$ cat src/logic/mrd_lane_regs.vh
// Constants for the receive lane: register offsets, field positions, reset values, timing.
// Assumes a 25 MHz system clock and a 32-bit Avalon-MM register port with byte addresses.
`ifndef MRD_LANE_REGS_VH
`define MRD_LANE_REGS_VH

// Register byte offsets
`define MRD_OFS_CTRL 4'h0
`define MRD_OFS_STATUS 4'h4
`define MRD_OFS_DATA 4'h8
`define MRD_OFS_LPIN 4'hc

// Control register fields
`define MRD_CTRL_HS_MODE 0
`define MRD_CTRL_FIFO_EN 1
`define MRD_CTRL_LANE_RST 2
`define MRD_CTRL_RESET 3'h3

// Status register fields
`define MRD_ST_EMPTY 0
`define MRD_ST_OVERFLOW 1
`define MRD_ST_TAP_LSB 8
`define MRD_ST_CNT_LSB 16

// Low-power input register fields
`define MRD_LP_POS 0
`define MRD_LP_NEG 1

// Deserializer
`define MRD_DESER_FACTOR 4'h8
`define MRD_BITCNT_LAST 3'h7
`define MRD_CORE_DIV_PHASE 1'h1
`define MRD_PAR_DIV_PHASE 2'h3

// Line rate limit of a lane, in Mbit/s
`define MRD_LINE_RATE_MBPS 1500

// Reset values
`define MRD_ZERO_WORD 8'h00
`define MRD_ZERO_BUS 32'h0000_0000

`endif

$ cat src/logic/mrd_lane.v
// One receive lane group slice: clock-lane recovery, one data lane deserializer,
// low-power pass-through, dynamic input delay and an optional crossing buffer.
// Assumes pad levels arrive asynchronously; the serial clock arrives on a pad and is
// sampled here, so only line rates well below the system clock are really captured.
`timescale 1ns/10ps
`default_nettype none
`include "mrd_lane_regs.vh"

// How it works
// HS mode shifts eight serial bits per word
// LP mode passes pad levels, no shifting
// Lanes rated up to 1.5 Gbps; here the 25 MHz clk samples the serial clock, so only far lower rates
// One clock lane plus 1/2/4/8 data lanes; this slice has one data lane only
// Clock lane divides serial clock, forwards both
// Data lane clocked only from own clock lane
// One clock lane per channel, eighteen channels; this module is a single channel
// Extra clock output at serial divided by four
// Core runs from the divided clock
// Received word is eight bits, parallel clock
// Empty flag high while buffer holds nothing
// Core read enable takes one word per cycle
// Lane reset clears buffer and deserializer
// Delay enable steps tap up or down
// Delay clear returns tap to initial value
// Positive and negative pad levels reported separately
// Each pad driven while its enable set
// HS input buffer enabled by core signal
// HS termination switched by core signal
// Forwarded clocks feed only data lanes
// Core never reads while buffer empty
module mrd_lane #(
  parameter FIFO_DEPTH = 8,
  parameter FIFO_AW = 3,
  parameter DELAY_TAPS = 16,
  parameter TAP_W = 4,
  parameter [TAP_W-1:0] TAP_INIT = 4'h0
) (
  input wire clk, // System clock, 25 MHz
  input wire sys_rst, // Synchronous reset, active high
  input wire [3:0] avs_address, // Avalon byte address
  input wire avs_read, // Avalon read
  input wire avs_write, // Avalon write
  input wire [31:0] avs_writedata, // Avalon write data
  input wire [3:0] avs_byteenable, // Avalon byte enables
  output reg [31:0] avs_readdata, // Avalon read data
  output wire avs_waitrequest, // Avalon wait request
  input wire clk_pad_in, // Clock lane pad, serial clock
  input wire pad_pos_in, // Data lane positive pad level
  input wire pad_neg_in, // Data lane negative pad level
  output reg pad_pos_out, // Positive pad drive value
  output reg pad_pos_oe, // Positive pad drive enable
  output reg pad_neg_out, // Negative pad drive value
  output reg pad_neg_oe, // Negative pad drive enable
  input wire lowpower_pos_out_enable, // Core enable for positive pad
  input wire lowpower_pos_out_data, // Core data for positive pad
  input wire lowpower_neg_out_enable, // Core enable for negative pad
  input wire lowpower_neg_out_data, // Core data for negative pad
  output reg lowpower_pos_in_data, // Positive pad level to core
  output reg lowpower_neg_in_data, // Negative pad level to core
  input wire highspeed_buffer_enable, // Differential buffer enable
  input wire highspeed_termination_enable, // Termination request
  output reg termination_on, // Termination switch to pad
  output reg forwarded_serial_clock, // Serial clock to data lanes
  output reg forwarded_parallel_clock, // Parallel clock to data lanes
  output reg divided_core_clock, // Serial clock divided by four
  output reg [7:0] highspeed_rx_word, // Received word
  output reg word_valid, // One-cycle pulse with new word
  output wire fifo_empty, // Buffer empty flag
  input wire fifo_read_enable, // Core read strobe
  input wire lane_reset, // Lane reset from core
  input wire delay_step_enable, // Delay step enable
  input wire delay_step_direction, // 1 steps up, 0 steps down
  input wire delay_counter_clear // Delay back to initial tap
);

  reg [2:0] ctrl;
  reg overflow;
  reg ack;
  reg clk_s1, clk_s2, clk_s3;
  reg pos_s1, pos_s2;
  reg neg_s1, neg_s2;
  reg [DELAY_TAPS-1:0] hist;
  reg [TAP_W-1:0] tap;
  reg [7:0] shifter;
  reg [2:0] bitcnt;
  reg word_strobe;
  reg [7:0] last_word;
  reg [7:0] mem [0:FIFO_DEPTH-1];
  reg [FIFO_AW-1:0] wr_ptr, rd_ptr;
  reg [FIFO_AW:0] count;
  wire hs_mode = ctrl[`MRD_CTRL_HS_MODE];
  wire fifo_en = ctrl[`MRD_CTRL_FIFO_EN];
  // Software bit and system reset clear the lane on an edge; the pin clears it at once
  wire lane_clear = sys_rst | ctrl[`MRD_CTRL_LANE_RST];
  wire bus_req = avs_read | avs_write;
  wire taken = bus_req & ack;
  // Pad clock idles low and clk_s3 resets low, so no false edge follows reset
  wire serial_edge = clk_s2 & ~clk_s3;
  wire diff_bit = hist[tap];
  wire shift_en = hs_mode & highspeed_buffer_enable & serial_edge;
  wire word_done = shift_en & (bitcnt == `MRD_BITCNT_LAST);
  wire [7:0] next_word = {diff_bit, shifter[7:1]};
  // Full at FIFO_DEPTH words; a word that arrives then is lost
  wire fifo_full = (count == FIFO_DEPTH[FIFO_AW:0]);
  // Bus and core share one pop; software should not read DATA while the core reads
  wire bus_pop = taken & avs_read & (avs_address == `MRD_OFS_DATA);
  wire pop = fifo_en & ~fifo_empty & (fifo_read_enable | bus_pop);
  wire push = fifo_en & word_done & ~fifo_full;
  // Overflow is write-one-to-clear through the low byte
  wire ovf_clear = taken & avs_write & (avs_address == `MRD_OFS_STATUS) &
                   avs_byteenable[0] & avs_writedata[`MRD_ST_OVERFLOW];

  // One wait cycle, then the answer
  assign avs_waitrequest = bus_req & ~ack;
  assign fifo_empty = (count == {(FIFO_AW+1){1'b0}});

  always @(posedge clk)
  begin
    if (sys_rst)
      ack <= 1'b0;
    else
      ack <= bus_req & ~ack;
  end

  // A write lands only on the answer edge, one edge after the wait cycle ends
  always @(posedge clk)
  begin
    if (sys_rst)
      ctrl <= `MRD_CTRL_RESET;
    else if (taken & avs_write & (avs_address == `MRD_OFS_CTRL) & avs_byteenable[0])
      ctrl <= avs_writedata[2:0];
  end

  // Read data loads in the wait cycle and stands at the answer edge
  always @(posedge clk)
  begin
    if (sys_rst)
      avs_readdata <= `MRD_ZERO_BUS;
    else if (avs_read & ~ack)
    begin
      avs_readdata <= `MRD_ZERO_BUS;
      case (avs_address)
        `MRD_OFS_CTRL:
          avs_readdata[2:0] <= ctrl;
        `MRD_OFS_STATUS:
        begin
          avs_readdata[`MRD_ST_EMPTY] <= fifo_empty;
          avs_readdata[`MRD_ST_OVERFLOW] <= overflow;
          avs_readdata[`MRD_ST_TAP_LSB +: TAP_W] <= tap;
          avs_readdata[`MRD_ST_CNT_LSB +: FIFO_AW+1] <= count;
        end
        `MRD_OFS_DATA:
          avs_readdata[7:0] <= fifo_en ? mem[rd_ptr] : last_word;
        `MRD_OFS_LPIN:
        begin
          avs_readdata[`MRD_LP_POS] <= lowpower_pos_in_data;
          avs_readdata[`MRD_LP_NEG] <= lowpower_neg_in_data;
        end
        default:
          avs_readdata <= `MRD_ZERO_BUS;
      endcase
    end
  end

  // Pad synchronisers; first stage feeds only the second
  always @(posedge clk)
  begin
    if (sys_rst)
    begin
      clk_s1 <= 1'b0;
      clk_s2 <= 1'b0;
      clk_s3 <= 1'b0;
      pos_s1 <= 1'b0;
      pos_s2 <= 1'b0;
      neg_s1 <= 1'b0;
      neg_s2 <= 1'b0;
    end
    else
    begin
      clk_s1 <= clk_pad_in;
      clk_s2 <= clk_s1;
      clk_s3 <= clk_s2;
      pos_s1 <= pad_pos_in;
      pos_s2 <= pos_s1;
      neg_s1 <= pad_neg_in;
      neg_s2 <= neg_s1;
    end
  end

  // Low-power path and pad control
  always @(posedge clk)
  begin
    if (sys_rst)
    begin
      lowpower_pos_in_data <= 1'b0;
      lowpower_neg_in_data <= 1'b0;
      pad_pos_out <= 1'b0;
      pad_pos_oe <= 1'b0;
      pad_neg_out <= 1'b0;
      pad_neg_oe <= 1'b0;
      termination_on <= 1'b0;
    end
    else
    begin
      lowpower_pos_in_data <= pos_s2;
      lowpower_neg_in_data <= neg_s2;
      pad_pos_out <= lowpower_pos_out_data;
      pad_pos_oe <= lowpower_pos_out_enable;
      pad_neg_out <= lowpower_neg_out_data;
      pad_neg_oe <= lowpower_neg_out_enable;
      termination_on <= hs_mode & highspeed_termination_enable;
    end
  end

  // Delay line: history of differential samples, tap picks the age
  always @(posedge clk)
  begin
    if (sys_rst)
      hist <= {DELAY_TAPS{1'b0}};
    else if (highspeed_buffer_enable)
      hist <= {hist[DELAY_TAPS-2:0], pos_s2 & ~neg_s2};
  end

  // Tap steps once per received word, the cycle after its last bit; saturates at both ends
  always @(posedge clk)
  begin
    if (sys_rst)
      tap <= TAP_INIT;
    // A clear beats a step in the same cycle
    else if (delay_counter_clear)
      tap <= TAP_INIT;
    else if (delay_step_enable & word_strobe)
    begin
      if (delay_step_direction & (tap != DELAY_TAPS[TAP_W-1:0] - 1'b1))
        tap <= tap + 1'b1;
      else if (~delay_step_direction & (tap != {TAP_W{1'b0}}))
        tap <= tap - 1'b1;
    end
  end

  // Clock lane: serial edges clock the data lane and the dividers
  always @(posedge clk or posedge lane_reset)
  begin
    if (lane_reset)
    begin
      forwarded_serial_clock <= 1'b0;
      forwarded_parallel_clock <= 1'b0;
      divided_core_clock <= 1'b0;
      bitcnt <= 3'h0;
    end
    else if (lane_clear)
    begin
      forwarded_serial_clock <= 1'b0;
      forwarded_parallel_clock <= 1'b0;
      divided_core_clock <= 1'b0;
      bitcnt <= 3'h0;
    end
    else
    begin
      forwarded_serial_clock <= clk_s2;
      if (shift_en)
      begin
        bitcnt <= bitcnt + 1'b1;
        if (bitcnt[0] == `MRD_CORE_DIV_PHASE)
          divided_core_clock <= ~divided_core_clock;
        if (bitcnt[1:0] == `MRD_PAR_DIV_PHASE)
          forwarded_parallel_clock <= ~forwarded_parallel_clock;
      end
    end
  end

  // Deserializer, first bit lands in bit 0
  always @(posedge clk or posedge lane_reset)
  begin
    if (lane_reset)
    begin
      shifter <= `MRD_ZERO_WORD;
      last_word <= `MRD_ZERO_WORD;
      word_strobe <= 1'b0;
    end
    else if (lane_clear)
    begin
      shifter <= `MRD_ZERO_WORD;
      last_word <= `MRD_ZERO_WORD;
      word_strobe <= 1'b0;
    end
    else
    begin
      word_strobe <= word_done;
      if (shift_en)
        shifter <= next_word;
      if (word_done)
        last_word <= next_word;
    end
  end

  // Crossing buffer
  always @(posedge clk)
  begin
    if (push)
      mem[wr_ptr] <= next_word;
  end

  // Pointers; the pin clears them at once so a stuck core cannot hold stale words
  always @(posedge clk or posedge lane_reset)
  begin
    if (lane_reset)
    begin
      wr_ptr <= {FIFO_AW{1'b0}};
      rd_ptr <= {FIFO_AW{1'b0}};
      count <= {(FIFO_AW+1){1'b0}};
    end
    else if (lane_clear)
    begin
      wr_ptr <= {FIFO_AW{1'b0}};
      rd_ptr <= {FIFO_AW{1'b0}};
      count <= {(FIFO_AW+1){1'b0}};
    end
    else
    begin
      if (push)
        wr_ptr <= wr_ptr + 1'b1;
      if (pop)
        rd_ptr <= rd_ptr + 1'b1;
      if (push & ~pop)
        count <= count + 1'b1;
      else if (pop & ~push)
        count <= count - 1'b1;
    end
  end

  // Overflow: a lost word sets it, set beats a clear in the same cycle
  always @(posedge clk)
  begin
    if (sys_rst)
      overflow <= 1'b0;
    else if (fifo_en & word_done & fifo_full)
      overflow <= 1'b1;
    else if (ovf_clear)
      overflow <= 1'b0;
  end

  // Word to the core
  always @(posedge clk or posedge lane_reset)
  begin
    if (lane_reset)
    begin
      highspeed_rx_word <= `MRD_ZERO_WORD;
      word_valid <= 1'b0;
    end
    else if (lane_clear)
    begin
      highspeed_rx_word <= `MRD_ZERO_WORD;
      word_valid <= 1'b0;
    end
    else if (fifo_en)
    begin
      word_valid <= pop;
      if (pop)
        highspeed_rx_word <= mem[rd_ptr];
    end
    else
    begin
      word_valid <= word_done;
      if (word_done)
        highspeed_rx_word <= next_word;
    end
  end

endmodule // mrd_lane
`default_nettype wire

$ cat config.mk
export PLATFORM = sky130hd
export DESIGN_NAME = mrd_lane
export DESIGN_NICKNAME = d
export VERILOG_FILES = /design/src/logic/mrd_lane.v
export VERILOG_INCLUDE_DIRS = /design/src /design/src/logic
export SDC_FILE = /design/constraint.sdc
export NUM_CORES = 1
export LEC_CHECK = 0
export ABC_AREA = 1
export BUFFER_PORTS_ARGS = -buffer_cell sky130_fd_sc_hd__clkbuf_2
export CAP_MARGIN = 20
export CORE_UTILIZATION = 25
export DETAILED_ROUTE_END_ITERATION = 8
export SYNTH_ARGS = -nofsm -noshare
export SYNTH_HDL_FRONTEND = slang
export SYNTH_SLANG_ARGS = --single-unit
$ cat constraint.sdc
create_clock -name clk -period 5.8 [get_ports clk]
set_input_delay 1.45 -clock clk [delete_from_list [all_inputs] [get_ports clk]]
set_output_delay 1.45 -clock clk [all_outputs]
set_load 0.02 [all_outputs]
==> flow_results.xml, run 1 <==
<?xml version="1.0" encoding="UTF-8"?>
<metrics>
  <group name="run_status">
    <metric name="outcome" unit="">completed</metric>
  </group>
  <group name="worst_setup_path">
    <metric name="worstPathCellList" unit="">clkbuf_2 -&gt; nor2_1 -&gt; nor2_1 -&gt; clkbuf_2</metric>
    <metric name="worst_path_largest_cell_delay" unit="ns">0.15</metric>
    <metric name="critPathCaptureType" unit="">output port</metric>
    <metric name="startpoint_type" unit="">input pin</metric>
    <metric name="type_of_the_worst_setup_path" unit="">input pin to output port</metric>
    <metric name="worst_ep_arrival_time" unit="ns">1.90</metric>
    <metric name="critPathSlowestCell" unit="">sky130_fd_sc_hd__clkbuf_2</metric>
    <metric name="req_time_crit_path" unit="ns">4.35</metric>
    <metric name="critPathMaxFanout" unit="">3</metric>
  </group>
  <group name="power">
    <metric name="cellPowerDensity" unit="mW/mm2">363.4</metric>
    <metric name="maximum_resistive_drop_on_vdd" unit="V">0.0002076</metric>
    <metric name="cellLeakagePower" unit="nW">3.463</metric>
  </group>
  <group name="detailed_routing">
    <metric name="antenna_violating_nets_post_route" unit="">0</metric>
    <metric name="avgViaCountPerCell" unit="">4.283</metric>
    <metric name="drc" unit="">0</metric>
    <metric name="route.final.wire_length" unit="um">15580</metric>
    <metric name="drt_pre_antenna_iters" unit="">5</metric>
    <metric name="wl_per_cell" unit="um">12.91</metric>
    <metric name="dr.first_iter.drc_count" unit="">406</metric>
    <metric name="via_count" unit="">5169</metric>
  </group>
  <group name="cts">
    <metric name="clock_sinks" unit="">160</metric>
    <metric name="cts_post_setup_buffers_inserted" unit="">0</metric>
    <metric name="clk_latency" unit="ns">0.43</metric>
    <metric name="cts_made_buffers" unit="">17</metric>
    <metric name="root_buffer" unit="">sky130_fd_sc_hd__clkbuf_16</metric>
    <metric name="tritoncts" unit="">done</metric>
    <metric name="cts_hold_buffers" unit="">0</metric>
    <metric name="clock_path_buffers" unit="">2</metric>
    <metric name="cts_resized" unit="">0</metric>
    <metric name="clock_pin_slew_on_the_worst_setup_and_hold_paths" unit="ns">0.07</metric>
    <metric name="clock_tree.htree_level_count" unit="">4</metric>
  </group>
  <group name="global_route">
    <metric name="global_route.overflow_total" unit="">0</metric>
    <metric name="pin_count_of_the_biggest_net_entering_global_routing" unit="">42</metric>
    <metric name="antenna_found_initial" unit="">0</metric>
    <metric name="grt_usage" unit="%">11.65</metric>
    <metric name="first_global_vias" unit="">4871</metric>
    <metric name="global_route_wire_length_before_repair" unit="um">25720</metric>
  </group>
  <group name="synthesis">
    <metric name="post_synth_num_cell_types" unit="">41</metric>
    <metric name="synthesis_stage_register_bit_count" unit="">160</metric>
    <metric name="avgSynthCellArea" unit="um2">9.156</metric>
    <metric name="netlist_instances" unit="">758</metric>
    <metric name="synth_top_area_share" unit="%">27.69</metric>
    <metric name="synthDominantAreaCellType" unit="">sky130_fd_sc_hd__edfxtp_1</metric>
    <metric name="syn-cell-area" unit="mm2">0.006940</metric>
    <metric name="yosys_warnings" unit="">0</metric>
    <metric name="yosysSeqAreaShare" unit="%">58.34</metric>
    <metric name="post_synth_main_area_contributors" unit="">sky130_fd_sc_hd__edfxtp_1 (28%), sky130_fd_sc_hd__dfxtp_1 (16%), sky130_fd_sc_hd__dfrtp_1 (15%)</metric>
  </group>
  <group name="placement">
    <metric name="place_worst_setup_slack" unit="ns">1.934</metric>
    <metric name="io_buffers" unit="">62</metric>
    <metric name="dpl.hpwl" unit="um">10830</metric>
    <metric name="gpl.final_weighted_congestion" unit="">0.7599</metric>
  </group>
  <group name="sta">
    <metric name="max_slew_margin" unit="%">30.91</metric>
    <metric name="worst_pin_slew" unit="ns">1.036</metric>
    <metric name="post-route-min-period" unit="ns">3.351</metric>
    <metric name="rsz0062_at_grt" unit="">false</metric>
    <metric name="layout_worst_path_cycle_share" unit="%">57.77</metric>
    <metric name="fin_skew" unit="ns">0.01429</metric>
    <metric name="finalSetupTns" unit="ns">0</metric>
    <metric name="report.final.setup_viol" unit="">0</metric>
    <metric name="max_freq" unit="GHz">0.2984</metric>
    <metric name="min_setup_slack_post_route" unit="ns">2.449</metric>
    <metric name="finalMaxSlewViolations" unit="">0</metric>
    <metric name="timing.final.hold_violations" unit="">0</metric>
  </group>
  <group name="floorplanning">
    <metric name="start_util" unit="%">25.61</metric>
    <metric name="io_pins" unit="">111</metric>
    <metric name="floorplan.core_area" unit="mm2">0.02710</metric>
    <metric name="dieWidth" unit="um">168.6</metric>
    <metric name="core.rowCount" unit="">60</metric>
    <metric name="die_area" unit="mm2">0.02843</metric>
    <metric name="die_h" unit="um">168.6</metric>
  </group>
  <group name="finish">
    <metric name="share_of_post_route_cells_with_drive_strength_above_1" unit="%">16.53</metric>
    <metric name="antenna_cells_inserted" unit="">0</metric>
    <metric name="mostFrequentLayoutCell" unit="">sky130_fd_sc_hd__nand2_1</metric>
    <metric name="area_growth_syn_to_layout" unit="%">18.89</metric>
    <metric name="finish.net_count" unit="">890</metric>
    <metric name="most_used_cells_in_the_layout_excluding_fill_and_tap_cells" unit="">sky130_fd_sc_hd__nand2_1 (134), sky130_fd_sc_hd__nor2_1 (117), sky130_fd_sc_hd__edfxtp_1 (64)</metric>
  </group>
  <group name="hold_path">
    <metric name="hold_class" unit="">flip-flop to flip-flop</metric>
  </group>
  <group name="run">
    <metric name="max-cap-violations" unit="">0</metric>
  </group>
</metrics>
routing by layer:
layer	global-route usage (%)	part of all wire, %	vias to the layer above
met5	0	0	-
met4	4.862	1.7	0
met3	2.315	3.8	17
met2	18.53	47	124
met1	15.44	48	2425
li1	-	-	2603
synth_stat cells:
cell type and number:
sky130_fd_sc_hd__nor3_1 11, sky130_fd_sc_hd__nor2_1 117, sky130_fd_sc_hd__o21bai_4 1, sky130_fd_sc_hd__o21bai_1 1, sky130_fd_sc_hd__o21ai_0 43, sky130_fd_sc_hd__inv_2 12
sky130_fd_sc_hd__ha_1 8, sky130_fd_sc_hd__nand2_2 3, sky130_fd_sc_hd__nand3b_4 1, sky130_fd_sc_hd__o22ai_1 6, sky130_fd_sc_hd__nor2_2 3, sky130_fd_sc_hd__clkinv_1 1
sky130_fd_sc_hd__a21oi_1 33, sky130_fd_sc_hd__a21oi_4 1, sky130_fd_sc_hd__clkbuf_1 13, sky130_fd_sc_hd__o21ai_2 2, sky130_fd_sc_hd__mux2_1 1, sky130_fd_sc_hd__edfxtp_1 64
sky130_fd_sc_hd__dfxtp_1 55, sky130_fd_sc_hd__nand2_1 134, sky130_fd_sc_hd__nand4_1 3, sky130_fd_sc_hd__o221ai_1 1, sky130_fd_sc_hd__nor3_4 1, sky130_fd_sc_hd__nand3_4 1
sky130_fd_sc_hd__inv_1 63, sky130_fd_sc_hd__a21oi_2 1, sky130_fd_sc_hd__nand2_4 2, sky130_fd_sc_hd__conb_1 1, sky130_fd_sc_hd__buf_4 17, sky130_fd_sc_hd__o21ai_1 44
sky130_fd_sc_hd__buf_1 1, sky130_fd_sc_hd__nand3_1 36, sky130_fd_sc_hd__fa_1 2, sky130_fd_sc_hd__o211ai_1 12, sky130_fd_sc_hd__buf_2 12, sky130_fd_sc_hd__a31oi_1 1
sky130_fd_sc_hd__xor2_1 5, sky130_fd_sc_hd__nor2_4 2, sky130_fd_sc_hd__dfrtp_1 41, sky130_fd_sc_hd__nor4_2 1, sky130_fd_sc_hd__nand3_2 1
flip-flops by register name, summed over array words and instances (netlist names), 3 cells and up:
| name | count |
|---|---|
| ctrl | 3 |
| bitcnt | 3 |
| hist | 16 |
| shifter | 7 |
| avs_readdata | 16 |
| highspeed_rx_word | 8 |
| rd_ptr | 3 |
| count | 4 |
| last_word | 8 |
| mem | 64 |
| wr_ptr | 3 |
| tap | 4 |
through the flow:
step	cell area (um2)	total power, mW	hold WS, ns	std cells	utilization (%)
CTS	8239	3.033	0.4070	1205	30.40
finish	8252	2.999	0.4073	1207	30.45
global placement	7600	1.860	0.3909	1173	28.04
floorplan	6997	1.708	0.3883	773	-
global route	8252	3.153	0.4209	1207	30.45
detailed placement	7600	1.864	0.3956	1173	28.04
report_power, final:
| part | total [mW] | switching [mW] | leakage [nW] | internal [mW] |
|---|---|---|---|---|
| registers | 1.29 | 0.0672 | 1.60 | 1.22 |
| logic | 0.546 | 0.364 | 1.56 | 0.182 |
| clock network | 1.17 | 0.538 | 0.305 | 0.629 |
| total | 3.00 | 0.968 | 3.46 | 2.03 |
path summary, 6_finish.rpt:
kind / to / slack, ns / cells past startpoint / from
hold / removal: pos_s2 / 0.41 / 2 / pos_s1
max in group asynchronous: last_word[2] / 4.01 / 2 / lane_reset
setup / recovery: avs_waitrequest / 2.45 / 4 / avs_read
min in group asynchronous: forwarded_serial_clock / 1.20 / 2 / lane_reset
setup reg to reg: count[3] / 3.07 / 11 / ctrl[1]
hold reg to reg: pos_s2 / 0.41 / 2 / pos_s1
critical path: cells and delay by family:
kind          cells  cell delay (ns)
buf+inv           2             0.26
simple gates      2             0.19
kinds of logic after synthesis:
kind of cell	after synthesis	synth area share, %
adder cells (fa/ha/maj)	10	2.019
multiplexers	1	0.1622
flip-flops	160	58.34
AO/OA/AOI/OAI	146	11.70
other	1	0.05403
AND/OR/NAND/NOR	316	19.52
XOR/XNOR	5	0.6309
buffers and inverters	119	7.572
final cells by class:
cell class | instances | area, um2
multi-input cells | 494 | 2422
clock inverters | 15 | 214.0
fillers | 2830 | 18850
well taps | 372 | 465.4
clock buffers | 17 | 425.4
flip-flops and latches | 160 | 4049
inverters | 76 | 285.3
repair buffers | 73 | 390.4
Power figures use the tool's default switching activity.
==> run 2, diff against run 1 <==
==> constraint.sdc (replaced) <==
create_clock -name clk -period 3.25 [get_ports clk]
set_input_delay 0.8125 -clock clk [delete_from_list [all_inputs] [get_ports clk]]
set_output_delay 0.8125 -clock clk [all_outputs]
set_load 0.02 [all_outputs]
==> run 2 against run 1 <==
Net effect:
- sequential power is 76% higher
- final cell count is 0.41% higher
- utilization is 0.069 points higher
- wire length is 4.6% higher
- register-to-register slack worse by 2.3 ns
- sequential share of layout area is 0.11 points lower
- die area stayed put
- critical endpoint is now count[3]
- highest routed layer unchanged
==> flow_results.xml, run 2 (synthesized netlist as in run 1, its figures left out) <==
<?xml version="1.0" encoding="UTF-8"?>
<metrics>
  <group name="run_status">
    <metric name="outcome" unit="">completed</metric>
  </group>
  <group name="detailed_routing">
    <metric name="drc" unit="">0</metric>
    <metric name="route.final.wire_length" unit="um">16300</metric>
    <metric name="wl_per_cell" unit="um">13.45</metric>
    <metric name="antenna_violating_nets_post_route" unit="">0</metric>
    <metric name="avgViaCountPerCell" unit="">4.305</metric>
    <metric name="drt_pre_antenna_iters" unit="">4</metric>
    <metric name="via_count" unit="">5218</metric>
    <metric name="dr.first_iter.drc_count" unit="">403</metric>
  </group>
  <group name="sta">
    <metric name="layout_worst_path_cycle_share" unit="%">75.46</metric>
    <metric name="rsz0062_at_grt" unit="">false</metric>
    <metric name="finalMaxSlewViolations" unit="">0</metric>
    <metric name="report.final.setup_viol" unit="">0</metric>
    <metric name="worst_pin_slew" unit="ns">0.6940</metric>
    <metric name="finalSetupTns" unit="ns">0</metric>
    <metric name="fin_skew" unit="ns">0.01301</metric>
    <metric name="timing.final.hold_violations" unit="">0</metric>
    <metric name="finalHoldWorstSlack" unit="ns">0.2219</metric>
    <metric name="max_freq" unit="GHz">0.4077</metric>
    <metric name="post-route-min-period" unit="ns">2.453</metric>
    <metric name="max_slew_margin" unit="%">53.35</metric>
  </group>
  <group name="global_route">
    <metric name="first_global_vias" unit="">4983</metric>
    <metric name="global_route.overflow_total" unit="">0</metric>
    <metric name="antenna_found_initial" unit="">0</metric>
    <metric name="grt_usage" unit="%">12.13</metric>
    <metric name="pin_count_of_the_biggest_net_entering_global_routing" unit="">42</metric>
    <metric name="global_route_wire_length_before_repair" unit="um">26500</metric>
  </group>
  <group name="worst_setup_path">
    <metric name="req_time_crit_path" unit="ns">3.58</metric>
    <metric name="timing.critical_path.mode_cell" unit="">sky130_fd_sc_hd__ha_1</metric>
    <metric name="worstPathCellList" unit="">ha_1 -&gt; ha_1 -&gt; inv_1 -&gt; nor2_4 -&gt; nand3b_4 -&gt; inv_2 -&gt; nand2_2 -&gt; ha_1 -&gt; a21oi_1 -&gt; nand2_1 -&gt; xor2_1 -&gt; o21bai_1 -&gt; nand3_1 -&gt; nand2_1</metric>
    <metric name="critPathCaptureType" unit="">flip-flop</metric>
    <metric name="worst_path_largest_cell_delay" unit="ns">0.37</metric>
    <metric name="worst_ep_arrival_time" unit="ns">2.78</metric>
    <metric name="r2r_slack" unit="ns">0.80</metric>
    <metric name="crit-reg2reg-launch" unit="">bitcnt[0]</metric>
    <metric name="startpoint_type" unit="">flip-flop</metric>
    <metric name="critPathMaxFanout" unit="">9</metric>
    <metric name="r2r_path_end" unit="">count[3]</metric>
    <metric name="r2r.worst_path.cells" unit="">14</metric>
    <metric name="type_of_the_worst_setup_path" unit="">flip-flop to flip-flop</metric>
    <metric name="worstSetupStartpoint" unit="">bitcnt[0]</metric>
    <metric name="critPathSlowestCell" unit="">sky130_fd_sc_hd__dfrtp_1</metric>
  </group>
  <group name="placement">
    <metric name="dpl.hpwl" unit="um">11120</metric>
    <metric name="gpl.final_weighted_congestion" unit="">0.7906</metric>
    <metric name="post_dp_cell_area" unit="mm2">0.007645</metric>
    <metric name="io_buffers" unit="">62</metric>
  </group>
  <group name="cts">
    <metric name="clock_pin_slew_on_the_worst_setup_and_hold_paths" unit="ns">0.07</metric>
    <metric name="clk_latency" unit="ns">0.44</metric>
    <metric name="clock_sinks" unit="">160</metric>
    <metric name="cts_hold_buffers" unit="">0</metric>
    <metric name="clock_path_buffers" unit="">2</metric>
    <metric name="cts_post_setup_buffers_inserted" unit="">0</metric>
    <metric name="root_buffer" unit="">sky130_fd_sc_hd__clkbuf_16</metric>
    <metric name="tritoncts" unit="">done</metric>
    <metric name="cts_made_buffers" unit="">17</metric>
    <metric name="clock_tree.htree_level_count" unit="">4</metric>
    <metric name="cts_resized" unit="">0</metric>
  </group>
  <group name="finish">
    <metric name="fillCellCount" unit="">2815</metric>
    <metric name="finish.net_count" unit="">895</metric>
    <metric name="share_of_post_route_cells_with_drive_strength_above_1" unit="%">16.90</metric>
    <metric name="post-route-cell-area" unit="mm2">0.008270</metric>
    <metric name="antenna_cells_inserted" unit="">0</metric>
    <metric name="layout_top_registers" unit="">mem x64, avs_readdata x16, hist x16</metric>
    <metric name="area_growth_syn_to_layout" unit="%">19.16</metric>
    <metric name="mostFrequentLayoutCell" unit="">sky130_fd_sc_hd__nand2_1</metric>
    <metric name="regMostFlops" unit="">mem</metric>
    <metric name="largest_register_ffs" unit="">64</metric>
    <metric name="most_used_cells_in_the_layout_excluding_fill_and_tap_cells" unit="">sky130_fd_sc_hd__nand2_1 (134), sky130_fd_sc_hd__nor2_1 (117), sky130_fd_sc_hd__edfxtp_1 (64)</metric>
  </group>
  <group name="run">
    <metric name="max-cap-violations" unit="">0</metric>
  </group>
  <group name="floorplanning">
    <metric name="start_util" unit="%">25.61</metric>
    <metric name="floorplan.core_area" unit="mm2">0.02710</metric>
    <metric name="die_area" unit="mm2">0.02843</metric>
    <metric name="dieWidth" unit="um">168.6</metric>
    <metric name="die_h" unit="um">168.6</metric>
    <metric name="core.rowCount" unit="">60</metric>
    <metric name="io_pins" unit="">111</metric>
  </group>
  <group name="power">
    <metric name="cellLeakagePower" unit="nW">3.479</metric>
    <metric name="cellPowerDensity" unit="mW/mm2">646.2</metric>
    <metric name="maximum_resistive_drop_on_vdd" unit="V">0.0002817</metric>
  </group>
  <group name="hold_path">
    <metric name="hold_class" unit="">input pin to asynchronous set/reset pin</metric>
  </group>
</metrics>
## run 2: metal layers
layer,up-vias,global-route usage (%),routed length (um)
met2,110,19.12,7503
met5,-,0,0
met3,20,3.180,813
met1,2473,16.23,7777
li1,2615,-,-
met4,0,3.755,201
## run 2: worst max path at each step
stage                     slack (ns)  cells after the start                    to
final                           0.80                     14              count[3]
after global placement          0.42                     15              count[3]
after global routing            0.53                      9  highspeed_rx_word[7]
after detailed placement        0.40                     15              count[3]
after floorplan                 0.68                     13              count[3]
after CTS                       0.78                     14              count[3]
## run 2: area by class of cell
cell class | count | area [um2] | share of cell area, %
sequential | 160 | 4049 | 48.96
multi-input combinational | 494 | 2422 | 29.29
tap | 372 | 465.4 | 5.628
timing repair buffer | 78 | 442.9 | 5.356
clock buffer | 18 | 429.2 | 5.189
inverter | 76 | 285.3 | 3.449
clock inverter | 14 | 176.4 | 2.133
## run 2: stage by stage
step	cells	setup slack, ns	total power, mW	util [%]
after floorplan	773	0.6755	3.048	-
after global placement	1179	0.4203	3.335	28.21
after detailed placement	1179	0.3992	3.345	28.21
after CTS	1211	0.7754	5.392	30.44
after global routing	1212	0.5291	5.618	30.52
final	1212	0.7974	5.344	30.52
## run 2: power breakdown
group / internal [mW] / switching, mW
clock: 1.16 / 0.887
sequential: 2.18 / 0.0874
combinational: 0.334 / 0.695
total: 3.67 / 1.67
## run 2: critical path: cells and delay by family, from the launching register on
family	cells	cell delay, ns
and+or+nand+nor	6	0.63
adders and majority gates	3	0.68
buffers and inverters	2	0.21
AOI/OAI and AO/OA	2	0.29
DFF	1	0.37
xor gates and xnor gates	1	0.15
